### config.mk
export PLATFORM = sky130hd
export DESIGN_NAME = sspm_pin_mux
export DESIGN_NICKNAME = d
export VERILOG_FILES = /design/src/sspm_pkg.sv /design/src/sspm_decode.sv /design/src/sspm_pin_mux.sv
export VERILOG_INCLUDE_DIRS = /design/src /design/src/src
export SDC_FILE = /design/constraint.sdc
export NUM_CORES = 1
export LEC_CHECK = 0
export ABC_AREA = 1
export BUFFER_PORTS_ARGS = -buffer_cell sky130_fd_sc_hd__buf_2
export CAP_MARGIN = 10
export CORE_MARGIN = 2
export CORE_UTILIZATION = 39
export DETAILED_ROUTE_END_ITERATION = 8
export PLACE_DENSITY = 0.6
export SETUP_SLACK_MARGIN = 0.5
export SLEW_MARGIN = 0
export SYNTH_ARGS = -nofsm -noshare
export SYNTH_HDL_FRONTEND = slang
export SYNTH_SLANG_ARGS = --single-unit
### constraint.sdc
create_clock -name clk_sys -period 10.25 [get_ports clk_sys]
set_input_delay 2.05 -clock clk_sys [delete_from_list [all_inputs] [get_ports clk_sys]]
set_output_delay 2.05 -clock clk_sys [all_outputs]
set_load 0.005 [all_outputs]
### src/sspm_map.svh
// Register offsets, field positions, codes and reset values of the slot signal pin mux.
`ifndef SSPM_MAP_SVH
`define SSPM_MAP_SVH
`define SSPM_OFF_SEL_B      8'hBE
`define SSPM_OFF_SEL_C      8'hC0
`define SSPM_OFF_DATA       8'hC4
`define SSPM_SEL_RESET      16'h0000
`define SSPM_DATA_RESET     10'h000
`define SSPM_RSVD_BIT       15
`define SSPM_CODE_GP_IN     3'h0
`define SSPM_CODE_GP_OUT    3'h1
`define SSPM_FIELD_W        3
`define SSPM_NUM_PINS       10
`define SSPM_DATA_LSB       5
`endif

### src/sspm_pkg.sv
// Types shared by the slot signal pin mux files.
package sspm_pkg;
  // Slot functions that a pin can carry, indexed by port 0..2 (ports 1..3).
  typedef enum logic [3:0] {
    SSPM_FN_GP_IN,
    SSPM_FN_GP_OUT,
    SSPM_FN_INTERLOCK_CTL,
    SSPM_FN_ATTN_IND,
    SSPM_FN_PWR_IND,
    SSPM_FN_ACT_IND,
    SSPM_FN_BUTTON,
    SSPM_FN_PWR_FAULT,
    SSPM_FN_INTERLOCK_ENG,
    SSPM_FN_CLK_REQ,
    SSPM_FN_LATCH,
    SSPM_FN_PWR_ENABLE,
    SSPM_FN_PRESENCE,
    SSPM_FN_PWR_OK
  } sspm_fn_t;

  typedef struct packed {
    sspm_fn_t   fn;
    logic [1:0] port;
  } sspm_route_t;
endpackage : sspm_pkg

### src/sspm_decode.sv
// Decoder from one pin's selector code and strap state to its slot function.
`timescale 1ns/1ps
`include "sspm_map.svh"
module sspm_decode
  import sspm_pkg::*;
#(
  parameter int PIN = 5
) (
  input  wire logic [2:0]  sel,          // Selector field of this pin.
  input  wire logic        strap_p2,     // Port-2 strap captured at reset release.
  input  wire logic        strap_p3,     // Port-3 strap captured at reset release.
  output sspm_route_t      route         // Function and port driven on the pin.
);
  // Strap dedication beats the selector; otherwise a per-pin code table applies.
  always_comb begin
    route = '{fn: SSPM_FN_GP_IN, port: 2'h0};
    if (sel == `SSPM_CODE_GP_OUT) begin
      route.fn = SSPM_FN_GP_OUT;
    end
    unique case (PIN)
      5: begin
        if (sel[2] | sel[1]) begin
          route.fn   = (sel[2:1] == 2'h1) ? SSPM_FN_INTERLOCK_CTL :
                       (sel[2:1] == 2'h2) ? SSPM_FN_ATTN_IND : SSPM_FN_PWR_IND;
          route.port = sel[0] ? 2'h2 : 2'h0;
        end
        if (strap_p2) route = '{fn: SSPM_FN_PWR_ENABLE, port: 2'h2};
      end
      6: begin
        if (sel[2] | sel[1]) begin
          route.fn   = (sel[2:1] == 2'h1) ? SSPM_FN_BUTTON :
                       (sel[2:1] == 2'h2) ? SSPM_FN_PWR_FAULT : SSPM_FN_LATCH;
          route.port = sel[0] ? 2'h2 : 2'h0;
        end
        if (strap_p2) route = '{fn: SSPM_FN_PWR_OK, port: 2'h2};
      end
      7: begin
        unique case (sel)
          3'h2: route = '{fn: SSPM_FN_CLK_REQ,   port: 2'h1};
          3'h3: route = '{fn: SSPM_FN_LATCH,     port: 2'h1};
          3'h4: route = '{fn: SSPM_FN_PWR_FAULT, port: 2'h0};
          3'h5: route = '{fn: SSPM_FN_PWR_FAULT, port: 2'h2};
          3'h6: route = '{fn: SSPM_FN_LATCH,     port: 2'h0};
          3'h7: route = '{fn: SSPM_FN_LATCH,     port: 2'h2};
          default: ;
        endcase
      end
      8: begin
        if (sel[2] | sel[1]) begin
          route.fn   = (sel[2:1] == 2'h1) ? SSPM_FN_BUTTON :
                       (sel[2:1] == 2'h2) ? SSPM_FN_PWR_FAULT : SSPM_FN_INTERLOCK_ENG;
          route.port = sel[0] ? 2'h1 : 2'h0;
        end
        if (strap_p3) route = '{fn: SSPM_FN_PRESENCE, port: 2'h2};
      end
      9: begin
        if (sel[2] | sel[1]) begin
          route.fn   = (sel[2:1] == 2'h1) ? SSPM_FN_INTERLOCK_CTL :
                       (sel[2:1] == 2'h2) ? SSPM_FN_ATTN_IND : SSPM_FN_PWR_IND;
          route.port = sel[0] ? 2'h1 : 2'h0;
        end
        if (strap_p3) route = '{fn: SSPM_FN_PWR_ENABLE, port: 2'h2};
      end
      10: begin
        if (sel[2] | sel[1]) begin
          route.fn   = (sel[2:1] == 2'h1) ? SSPM_FN_BUTTON :
                       (sel[2:1] == 2'h2) ? SSPM_FN_PWR_FAULT : SSPM_FN_LATCH;
          route.port = sel[0] ? 2'h1 : 2'h0;
        end
        if (strap_p3) route = '{fn: SSPM_FN_PWR_OK, port: 2'h2};
      end
      11: begin
        unique case (sel)
          3'h2: route = '{fn: SSPM_FN_CLK_REQ,   port: 2'h2};
          3'h3: route = '{fn: SSPM_FN_LATCH,     port: 2'h2};
          3'h4: route = '{fn: SSPM_FN_PWR_FAULT, port: 2'h0};
          3'h5: route = '{fn: SSPM_FN_PWR_FAULT, port: 2'h1};
          3'h6: route = '{fn: SSPM_FN_LATCH,     port: 2'h0};
          3'h7: route = '{fn: SSPM_FN_LATCH,     port: 2'h1};
          default: ;
        endcase
      end
      default: begin
        // Pins 12 to 14 share activity indicators on codes 2 to 4.
        if (sel >= 3'h2 && sel <= 3'h4) begin
          route = '{fn: SSPM_FN_ACT_IND, port: 2'(sel - 3'h2)};
        end
        unique case (sel)
          // Typed patterns: an untyped pattern inside a conditional has no target type.
          3'h5: route = (PIN == 13) ? sspm_route_t'{fn: SSPM_FN_ATTN_IND, port: 2'h0} :
                                      sspm_route_t'{fn: SSPM_FN_PWR_IND,  port: 2'h0};
          3'h6: route = (PIN == 12) ? sspm_route_t'{fn: SSPM_FN_ATTN_IND, port: 2'h1} :
                                      sspm_route_t'{fn: SSPM_FN_PWR_IND,  port: 2'h1};
          3'h7: route = (PIN == 14) ? sspm_route_t'{fn: SSPM_FN_PWR_FAULT, port: 2'h2} :
                        (PIN == 13) ? sspm_route_t'{fn: SSPM_FN_PWR_IND,   port: 2'h2} :
                                      sspm_route_t'{fn: SSPM_FN_ATTN_IND,  port: 2'h2};
          default: ;
        endcase
      end
    endcase
  end
endmodule : sspm_decode

### src/sspm_pin_mux.sv
// Pin function multiplexer for ten multifunction slot signal pins.
//
// Contract
// - Pin 9 selector at B[14:12]: input, output, interlock/attention/power LED ports 1,2.
// - Pin 8 selector at B[11:9]: button, power fault, interlock engage ports 1,2.
// - Pin 7 selector at B[8:6]: clock request, latch sensors, power faults.
// - Pin 6 selector at B[5:3]: button, fault, latch alternating ports 1 and 3.
// - Pin 5 selector at B[2:0]: interlock, attention, power LED ports 1 and 3.
// - Port-3 strap high at reset release makes pin 9 port-3 power enable.
// - Port-3 strap high makes pin 8 the port-3 presence input.
// - Port-2 strap high makes pin 6 the port-3 power-ok input.
// - Port-2 strap high makes pin 5 the port-3 power enable output.
// - Port-3 strap high makes pin 10 the port-3 power-ok input.
// - Strap vector bit 1 set makes pins 6 and 5 selectors read-only zero.
// - Bit 15 of both selector registers reads zero.
// - Register C at offset C0h is read/write, resets to zero.
// - Pin 14 selector at C[14:12]: activity, power LEDs, port-3 power fault.
// - Pin 13 selector at C[11:9]: activity, port-1 attention, power LEDs 2,3.
// - Pin 12 selector at C[8:6]: activity, port-1 power, attention LEDs 2,3.
// - Pin 11 selector at C[5:3]: clock request, latch sensors, power faults.
// - Pin 10 selector at C[2:0]: button, fault, latch alternating ports 1,2.
// - Fundamental reset clears selectors; EEPROM load follows when present.
// - Data writes change only pins selected as general output.
// - Output mode data drives pin and reads back; input mode ignores writes.
`timescale 1ns/1ps
`include "sspm_map.svh"
module sspm_pin_mux
  import sspm_pkg::*;
(
  input  wire logic        clk_sys,          // System clock, 200 MHz.
  input  wire logic        reset,            // Asynchronous fundamental reset, active high.
  input  wire logic        port2_slot_strap, // Port-2 strap level, caught at reset release.
  input  wire logic        port3_slot_strap, // Port-3 strap level, caught at reset release.
  input  wire logic [1:0]  slot_strap_vector,// Strap vector, bit 1 locks pins 5 and 6.
  input  wire logic        cfg_wr,           // Configuration write strobe, one cycle.
  input  wire logic        cfg_rd,           // Configuration read strobe, one cycle.
  input  wire logic [7:0]  cfg_addr,         // Configuration byte offset.
  input  wire logic [15:0] cfg_wdata,        // Configuration write data.
  input  wire logic        ee_load,          // EEPROM load strobe, one cycle.
  input  wire logic [7:0]  ee_addr,          // EEPROM load target offset.
  input  wire logic [15:0] ee_data,          // EEPROM load data.
  input  wire logic [9:0]  pin_in,           // Pin levels of pins 5..14, bit 0 is pin 5.
  output logic [15:0]      cfg_rdata,        // Read data, valid the cycle after cfg_rd.
  output logic             cfg_rvalid,       // Read data valid pulse.
  output logic [9:0]       pin_out,          // Pin output levels.
  output logic [9:0]       pin_oe,           // Pin output enables, high while driven.
  output sspm_route_t [9:0] pin_route        // Function carried by each pin.
);

  // ------------------------------------------------------------------
  // State
  // ------------------------------------------------------------------
  typedef struct packed {
    logic [15:0]       sel_b;
    logic [15:0]       sel_c;
    logic [9:0]        data;
    logic              strap_p2;
    logic              strap_p3;
    logic              lock56;
    logic              strap_taken;
    logic [15:0]       rdata;
    logic              rvalid;
    logic [9:0]        out;
    logic [9:0]        oe;
    sspm_route_t [9:0] route;
  } sspm_state_t;

  sspm_state_t  st_ff;
  sspm_state_t  nxt_st;
  logic [29:0]  sel_flat;
  sspm_route_t [9:0] route_w;

  // ------------------------------------------------------------------
  // Per-pin decode
  // ------------------------------------------------------------------
  // The decoders look at the stored selectors, so a write lands on routing one cycle after the selector register, two edges after the strobe.
  assign sel_flat = {st_ff.sel_c[14:0], st_ff.sel_b[14:0]};

  genvar gi;
  generate
    for (gi = 0; gi < `SSPM_NUM_PINS; gi++) begin : g_pin
      sspm_decode #(.PIN(gi + `SSPM_DATA_LSB)) u_dec (
        .sel      (sel_flat[gi*3 +: 3]),
        .strap_p2 (st_ff.strap_p2),
        .strap_p3 (st_ff.strap_p3),
        .route    (route_w[gi])
      );
    end
  endgenerate

  // ------------------------------------------------------------------
  // Next state
  // ------------------------------------------------------------------
  // Register writes, EEPROM loads, data writes, readback and pin drive.
  always_comb begin
    logic [9:0]  gp_out;
    logic [15:0] wv;
    logic [7:0]  wa;
    logic        we;
    logic        lock_now;
    gp_out = '0;
    wv     = '0;
    wa     = '0;
    we     = 1'b0;
    lock_now = 1'b0;
    nxt_st = st_ff;
    // Straps are caught once, on the first edge after reset release.
    if (!st_ff.strap_taken) begin
      nxt_st.strap_p2    = port2_slot_strap;
      nxt_st.strap_p3    = port3_slot_strap;
      nxt_st.lock56      = slot_strap_vector[1];
      nxt_st.strap_taken = 1'b1;
    end
    // On the catching edge the lock is taken from the pin, so a write there cannot slip past.
    lock_now = st_ff.strap_taken ? st_ff.lock56 : slot_strap_vector[1];
    for (int i = 0; i < `SSPM_NUM_PINS; i++) begin
      gp_out[i] = (route_w[i].fn == SSPM_FN_GP_OUT);
    end
    // EEPROM load and software write share one path; the load wins a collision.
    we = ee_load | cfg_wr;
    wa = ee_load ? ee_addr : cfg_addr;
    wv = ee_load ? ee_data : cfg_wdata;
    if (we && wa == `SSPM_OFF_SEL_B) begin
      nxt_st.sel_b = {1'b0, wv[14:0]};
      if (lock_now) nxt_st.sel_b[5:0] = 6'h00;
    end
    if (we && wa == `SSPM_OFF_SEL_C) begin
      nxt_st.sel_c = {1'b0, wv[14:0]};
    end
    if (we && wa == `SSPM_OFF_DATA) begin
      // Only general output pins take the new bit.
      for (int i = 0; i < `SSPM_NUM_PINS; i++) begin
        if (gp_out[i]) nxt_st.data[i] = wv[i + `SSPM_DATA_LSB];
      end
    end
    // Readback.
    nxt_st.rvalid = cfg_rd;
    nxt_st.rdata  = '0;
    if (cfg_rd) begin
      unique case (cfg_addr)
        `SSPM_OFF_SEL_B: nxt_st.rdata = st_ff.sel_b;
        `SSPM_OFF_SEL_C: nxt_st.rdata = st_ff.sel_c;
        `SSPM_OFF_DATA: begin
          for (int i = 0; i < `SSPM_NUM_PINS; i++) begin
            // Output pins show the driven bit; all others show the pin level.
            nxt_st.rdata[i + `SSPM_DATA_LSB] = gp_out[i] ? st_ff.data[i] : pin_in[i];
          end
        end
        default: nxt_st.rdata = '0;
      endcase
    end
    // Pin drive: general outputs drive their data bit, slot outputs are routed out.
    for (int i = 0; i < `SSPM_NUM_PINS; i++) begin
      nxt_st.route[i] = route_w[i];
      nxt_st.oe[i]    = gp_out[i] | (route_w[i].fn inside {SSPM_FN_INTERLOCK_CTL,
                        SSPM_FN_ATTN_IND, SSPM_FN_PWR_IND, SSPM_FN_ACT_IND,
                        SSPM_FN_PWR_ENABLE});
      nxt_st.out[i]   = gp_out[i] & st_ff.data[i];
    end
  end

  // ------------------------------------------------------------------
  // Registers
  // ------------------------------------------------------------------
  // Fundamental reset clears all selectors and data; straps re-caught after release.
  always_ff @(posedge clk_sys or posedge reset) begin
    if (reset) begin
      st_ff <= '0;
    end else begin
      st_ff <= nxt_st;
    end
  end

  assign cfg_rdata  = st_ff.rdata;
  assign cfg_rvalid = st_ff.rvalid;
  assign pin_out    = st_ff.out;
  assign pin_oe     = st_ff.oe;
  assign pin_route  = st_ff.route;

endmodule : sspm_pin_mux

## Yosys cells after proc, flatten, opt, wreduce, memory -nomap -nowiden

Cells that the tools add are included.

| operators by class | value |
|---|---|
| bitwise operators | 26 |
| add/subtract/negate cells | 3 |
| divide/modulo/power cells | 0 |
| mux-type cells | 60 |
| $lt $le $gt $ge | 6 |
| shift operators | 0 |
| $mul | 0 |
| reduce and logical (&&, ||, !) cells | 26 |
| equal/unequal tests | 107 |

Operators with widths:

| cell | count |
|---|---|
| equality test 4 x 2 -> 1 bit (second input constant) | 20 |
| equality test 4 x 3 -> 1 bit (second input constant) | 20 |
| case mux 6 bit (6 select lines) | 2 |
| 2-to-1 mux 6 bit | 11 |
| equality test 3 bit (second input constant) | 17 |
| nonzero test 5 bit | 10 |
| equality test 8 bit (second input constant) | 6 |
| case mux 5 bit (3 select lines) | 3 |
| equality test 4 x 1 -> 1 bit (second input constant) | 10 |
| equality test 4 bit (second input constant) | 10 |
| 2-to-1 mux 4 bit | 8 |
| equality test 3 x 1 -> 1 bit (second input constant) | 10 |
| 2-to-1 mux 15 bit | 2 |
| case mux 10 bit (3 select lines) | 1 |
| 2-to-1 mux 1 bit | 24 |
| AND reduction 2 bit | 10 |
| bitwise OR 1 bit | 16 |
| 2-to-1 mux 5 bit | 3 |
| equality test 3 x 2 -> 1 bit (second input constant) | 4 |
| AND 1 bit | 10 |
| equality test 2 x 1 -> 1 bit (second input constant) | 5 |
| equality test 2 bit (second input constant) | 5 |
| case mux 5 bit (2 select lines) | 1 |
| greater-or-equal comparator 3 x 2 -> 1 bit (second input constant) | 3 |
| other kinds (6) | 17 |

| storage, ports and cells | value |
|---|---|
| output and inout port bits | 97 |
| word-level logic and storage cells | 268 |
| memory bits (writable) | 0 |
| register bits after elaboration | 141 |
| input port bits | 67 |
| memories kept | 0 |
| bits in latches | 0 |
| bits in read-only memories | 0 |

## Logic depth before layout (Yosys ltp)

| logic depth | value |
|---|---|
| word-level depth | 9 |
| depth in mapped cells | 11 |
| mapped depth without buffers | 11 |

## Modules after synthesis

Synthesis repeated with hierarchy kept, for this count alone.

| second synthesis, totals | value |
|---|---|
| cell total of the unflattened synthesis | 918 |
| area total of the unflattened synthesis | 7,448.4 µm² |

By module, submodules not included:

| module | area each (µm²) | instances | cells an instance | sequential area each (µm²) |
|---|---|---|---|---|
| sspm_pin_mux | 6,535.0 | 1 | 743 | 3,503.4 |
| sspm_decode (g_pin[0].u_dec) | 116.4 | 1 | 21 | 0.0 |
| sspm_decode (g_pin[1].u_dec) | 115.1 | 1 | 20 | 0.0 |
| sspm_decode (g_pin[4].u_dec) | 108.9 | 1 | 19 | 0.0 |
| sspm_decode (g_pin[5].u_dec) | 107.6 | 1 | 18 | 0.0 |
| sspm_decode (g_pin[3].u_dec) | 106.4 | 1 | 19 | 0.0 |
| sspm_decode (g_pin[7].u_dec) | 92.6 | 1 | 19 | 0.0 |
| sspm_decode (g_pin[9].u_dec) | 73.8 | 1 | 15 | 0.0 |
| sspm_decode (g_pin[8].u_dec) | 71.3 | 1 | 16 | 0.0 |
| sspm_decode (g_pin[6].u_dec) | 62.6 | 1 | 15 | 0.0 |
| sspm_decode (g_pin[2].u_dec) | 58.8 | 1 | 13 | 0.0 |

## Least setup slack after synthesis

No wires, ideal clock.

| timing path | value |
|---|---|
| kind | input to register |
| start | input port cfg_addr[2] |
| end | register st_ff[101] (netlist bit) |
| path buffers | 0 |
| required time | 10,121 ps |
| cell stages on the path | 7 |
| arrival | 2,972 ps |
| setup time | 129 ps |
| setup slack | 7,149 ps |
| cells stage by stage | inv_1 o21ai_0 nand3_1 nor2_8 nand3b_1 nand2_1 o21ai_1 |

| on the way | value |
|---|---|
| word-level cells in the longest chain between the ends | 4 |

RTL lines:

| item | line | RTL |
|---|---|---|
| start, declared | sspm_pin_mux.sv:37 | `input wire logic [7:0] cfg_addr,` |
| 2-to-1 mux 8 bit | sspm_pin_mux.sv:121 | `wa = ee_load ? ee_addr : cfg_addr;` |
| equality test 8 bit (no source line) | n/a |  |
| logical AND 1 bit (no source line) | n/a |  |
| AND reduction 2 bit (no source line) | n/a |  |
| end signal, assigned | sspm_pin_mux.sv:170 | `st_ff <= nxt_st;` |
| end, declared | sspm_pin_mux.sv:68 | `sspm_state_t st_ff;` |

Every way passes these cells.
A chain may end at the register's enable or synchronous reset.

## Worst setup path after layout

| timing path | value |
|---|---|
| start | input port ee_load |
| end | register st_ff (netlist bit sel_flat[21]) |

| on the way | value |
|---|---|
| word-level cells in the longest chain between the ends | 3 |
| elaborated cells between the ends (all ways) | 5 |
| classes of those cells | 1 x eq/ne; 2 x mux; 1 x bitwise; 1 x reduce/logical |

RTL lines:

| item | line | RTL |
|---|---|---|
| start, declared | sspm_pin_mux.sv:39 | `input wire logic ee_load,` |
| 2-to-1 mux 8 bit | sspm_pin_mux.sv:121 |  |
| equality test 8 bit (no source line) | n/a |  |
| logical AND 1 bit (no source line) | n/a |  |

Parallel ways exist; a longest one is shown, timed or not.

==> metrics.txt <==
pwr dens 176 nW/µm²; Switching Share 24.9%; WP data arrival between 4 and 5 ns; DR WL/cell between 10 and 15 µm; slew at the pin closest to its max-slew limit 0.949 ns; relative slew slack 36.4%; Placed Instances 991; worst hold path class register to register; share of Yosys cell area claimed by the top area cell type between 50% and 60%; Post-CTS Resized 0; critical path launch point type input port; fmax 222 MHz; Num CTS Buffers 17; CP Capture Type register; DRC 0; H-tree Lvls 4; worst-case clock buffer depth 2; Die X-Extent 133 µm; antenna violations before repair 0; final hold violations 0; first-pass GRT wire length 23200 µm; top_reg_cell synth dfrtp_1; Fin Setup TNS 0 ns; ranking of synthesized cells by area dfrtp_1, buf_4, nand2_1, inv_1, o21ai_2; slowest cell on the critical path nor2_2; chip height 133 µm; First DRT Iteration DRCs 232; layout cell share with drive strength beyond 1 between 20% and 30%; maximum vdd drop 118 µV; path length in cells of the critical path 8; Reg clk slew, reported paths around 0.060 ns; Sw Pwr 0.000320 W; Total GRT Usage roughly 17%; Post-CTS Setup Repair Bufs 0; most frequent cells in the layout nand2_1, buf_2, dfrtp_1, inv_1, nor2_1; yosys warns 0; CP bufs+invs 2; Yosys cell types 34; Pint about 0.00097 W; minimum clock period between 4 and 5 ns; CP Max Fanout 30; Layout Cells excl Fill 1022; most common cell after layout, fill and taps aside nand2_1; area delta synth->final 12.2%; post-synthesis register bit count around 130; Post-synth EDFFs 0; post-route antenna net violation count 0; Finished Cell Area 7300 µm²; hold depth 2; via count of the routed design 4510; Flop pwr share 44.4%; Net count, final 872; Syn Area/Cell 9.04 µm²; # port buffers ~150; leakage 4.07 nW; drt pass-1 iters 4; CP delay by family, top simple AND/OR/NAND/NOR gates; number of placement rows 47; Seq/Total Area, Yosys approximately 51%; routed wire length about 15000 µm; path depth of the worst reg2reg path 8; Cell Area, Placed a little under 7000 µm²; Die Area between 15000 and 20000 µm²; clock skew 0.00983 ns; Starting Density about two fifths; crit path cell chain buf_2 > inv_2 > o21ai_0 > nand2_1 > nor2_2 > nand2_2 > nand2_1 > o21ai_2; combinational share of power 10.8%; Cell Area, Synth 6510 µm²; worst skew pair latency 0.42 ns; unrepaired setup endpoints after global routing false; vias in the first global route 4324; WS Path Type input port to register; status finished clean; number of I/O pins 164; n_diodes 0; pins over their slew limit 0; cell accounting for the most synthesized area dfrtp_1; final worst path period share 44.0%; Detailed Place HPWL 10600 µm; Data required, critical path around 11 ns; Root Driver clkbuf_16; post-synthesis cell count 720; CORE AREA 16500 µm²; Post-synth ARST share 100%; Final GP Congestion 0.759; TritonCTS clock tree done; final setup violation count 0; CP peak stage delay 0.64 ns; Max Cap Viol 0; most used cell, CP nand2_1; hold_buf cts 0; Clock power frac 44.8%; post-DR vias/cell ~4.4; grt ovf 0; largest net degree at the start of global routing 78; Sink Count between 100 and 150
-- flip-flops by register name, summed over array words and instances (netlist names) --
register    count
cfg_rdata      15
pin_oe         10
cfg_rvalid      1
pin_route      52
st_ff          14
pin_out        10
sel_flat       30
-- final cells by class --
cell class | instances | area, µm²
fillers | 1641 | 9160
flip-flops and latches | 132 | 3300
multi-input cells | 401 | 2070
repair buffers | 155 | 778
clock buffers | 21 | 450
inverters | 83 | 317
well taps | 220 | 275
clock inverters | 10 | 109
-- final timing paths --
path                              from             to  slack (ns)
setup / recovery               ee_load   sel_flat[21]        5.74
setup reg to reg           sel_flat[4]     st_ff[102]        8.43
hold / removal              st_ff[109]     pin_out[8]        0.48
min in group asynchronous        reset  pin_route[22]        1.69
max in group asynchronous        reset   pin_route[5]        7.22
hold reg to reg             st_ff[109]     pin_out[8]        0.48
-- worst reg2reg max path: stages, from the launching register on --
cell and delay, ns:
dfrtp_1 0.40, inv_1 0.10, ha_1 0.30, or2_2 0.32, nor2_1 0.13, nand2_1 0.12
nand3b_1 0.19, nand2_1 0.09, o21ai_1 0.05
-- per-layer routing --
metal | share of wire, % | vias up | wire, µm | GRT usage, %
met3 | 5.0 | 17 | 753 | 3.54
li1 | - | 2306 | - | -
met4 | 1.3 | 0 | 201 | 6.38
met1 | 46 | 2061 | 6820 | 23.5
met5 | 0 | - | 0 | 0
met2 | 48 | 126 | 7150 | 27.8
-- Yosys cell counts, drive strengths merged (2+ instances only) --
| cell | number |
|---|---|
| mux2i | 6 |
| nand3 | 25 |
| or2 | 11 |
| clkinv | 2 |
| a22oi | 2 |
| nand2 | 175 |
| a31oi | 3 |
| conb | 2 |
| nor2 | 44 |
| nand4 | 4 |
| dfrtp | 132 |
| o21ai | 69 |
| nand3b | 7 |
| a21oi | 21 |
| buf | 107 |
| nor3 | 7 |
| clkbuf | 2 |
| ha | 15 |
| inv | 81 |
-- power groups by stage --
stage | clock [W] | sequential, W | combinational [W]
after CTS | 0.000591 | 0.000571 | 0.000141
after global placement | 0 | 0.000580 | 0.000139
after detailed placement | 0 | 0.000580 | 0.000141
after global routing | 0.000613 | 0.000575 | 0.000159
after floorplan | 0 | 0.000575 | 0.000117
final | 0.000577 | 0.000571 | 0.000138
-- per-stage QoR --
step           setup slack [ns]  power, W  utilization, %  hold slack [ns]
2_1_floorplan              4.67  0.000692               -            0.362
3_3_place_gp               5.33  0.000719            41.0            0.466
3_5_place_dp               5.29  0.000721            41.0            0.470
4_1_cts                    5.73   0.00130            44.4            0.483
5_1_grt                    5.42   0.00135            44.4            0.503
6_report                   5.74   0.00129            44.4            0.482
-- logic make-up (layout without fill, tap and decap cells) --
kind of cell	Yosys count	in the layout	share of synthesized area, %
other	2	7	0.115
AND/OR/NAND/NOR	273	273	18.0
buffers and inverters	192	269	17.7
flip-flops	132	132	50.7
multiplexers	6	6	0.923
adder cells (fa/ha/maj)	15	15	2.88
AO/OA/AOI/OAI	100	100	9.57
Power figures use the tool's default switching activity.
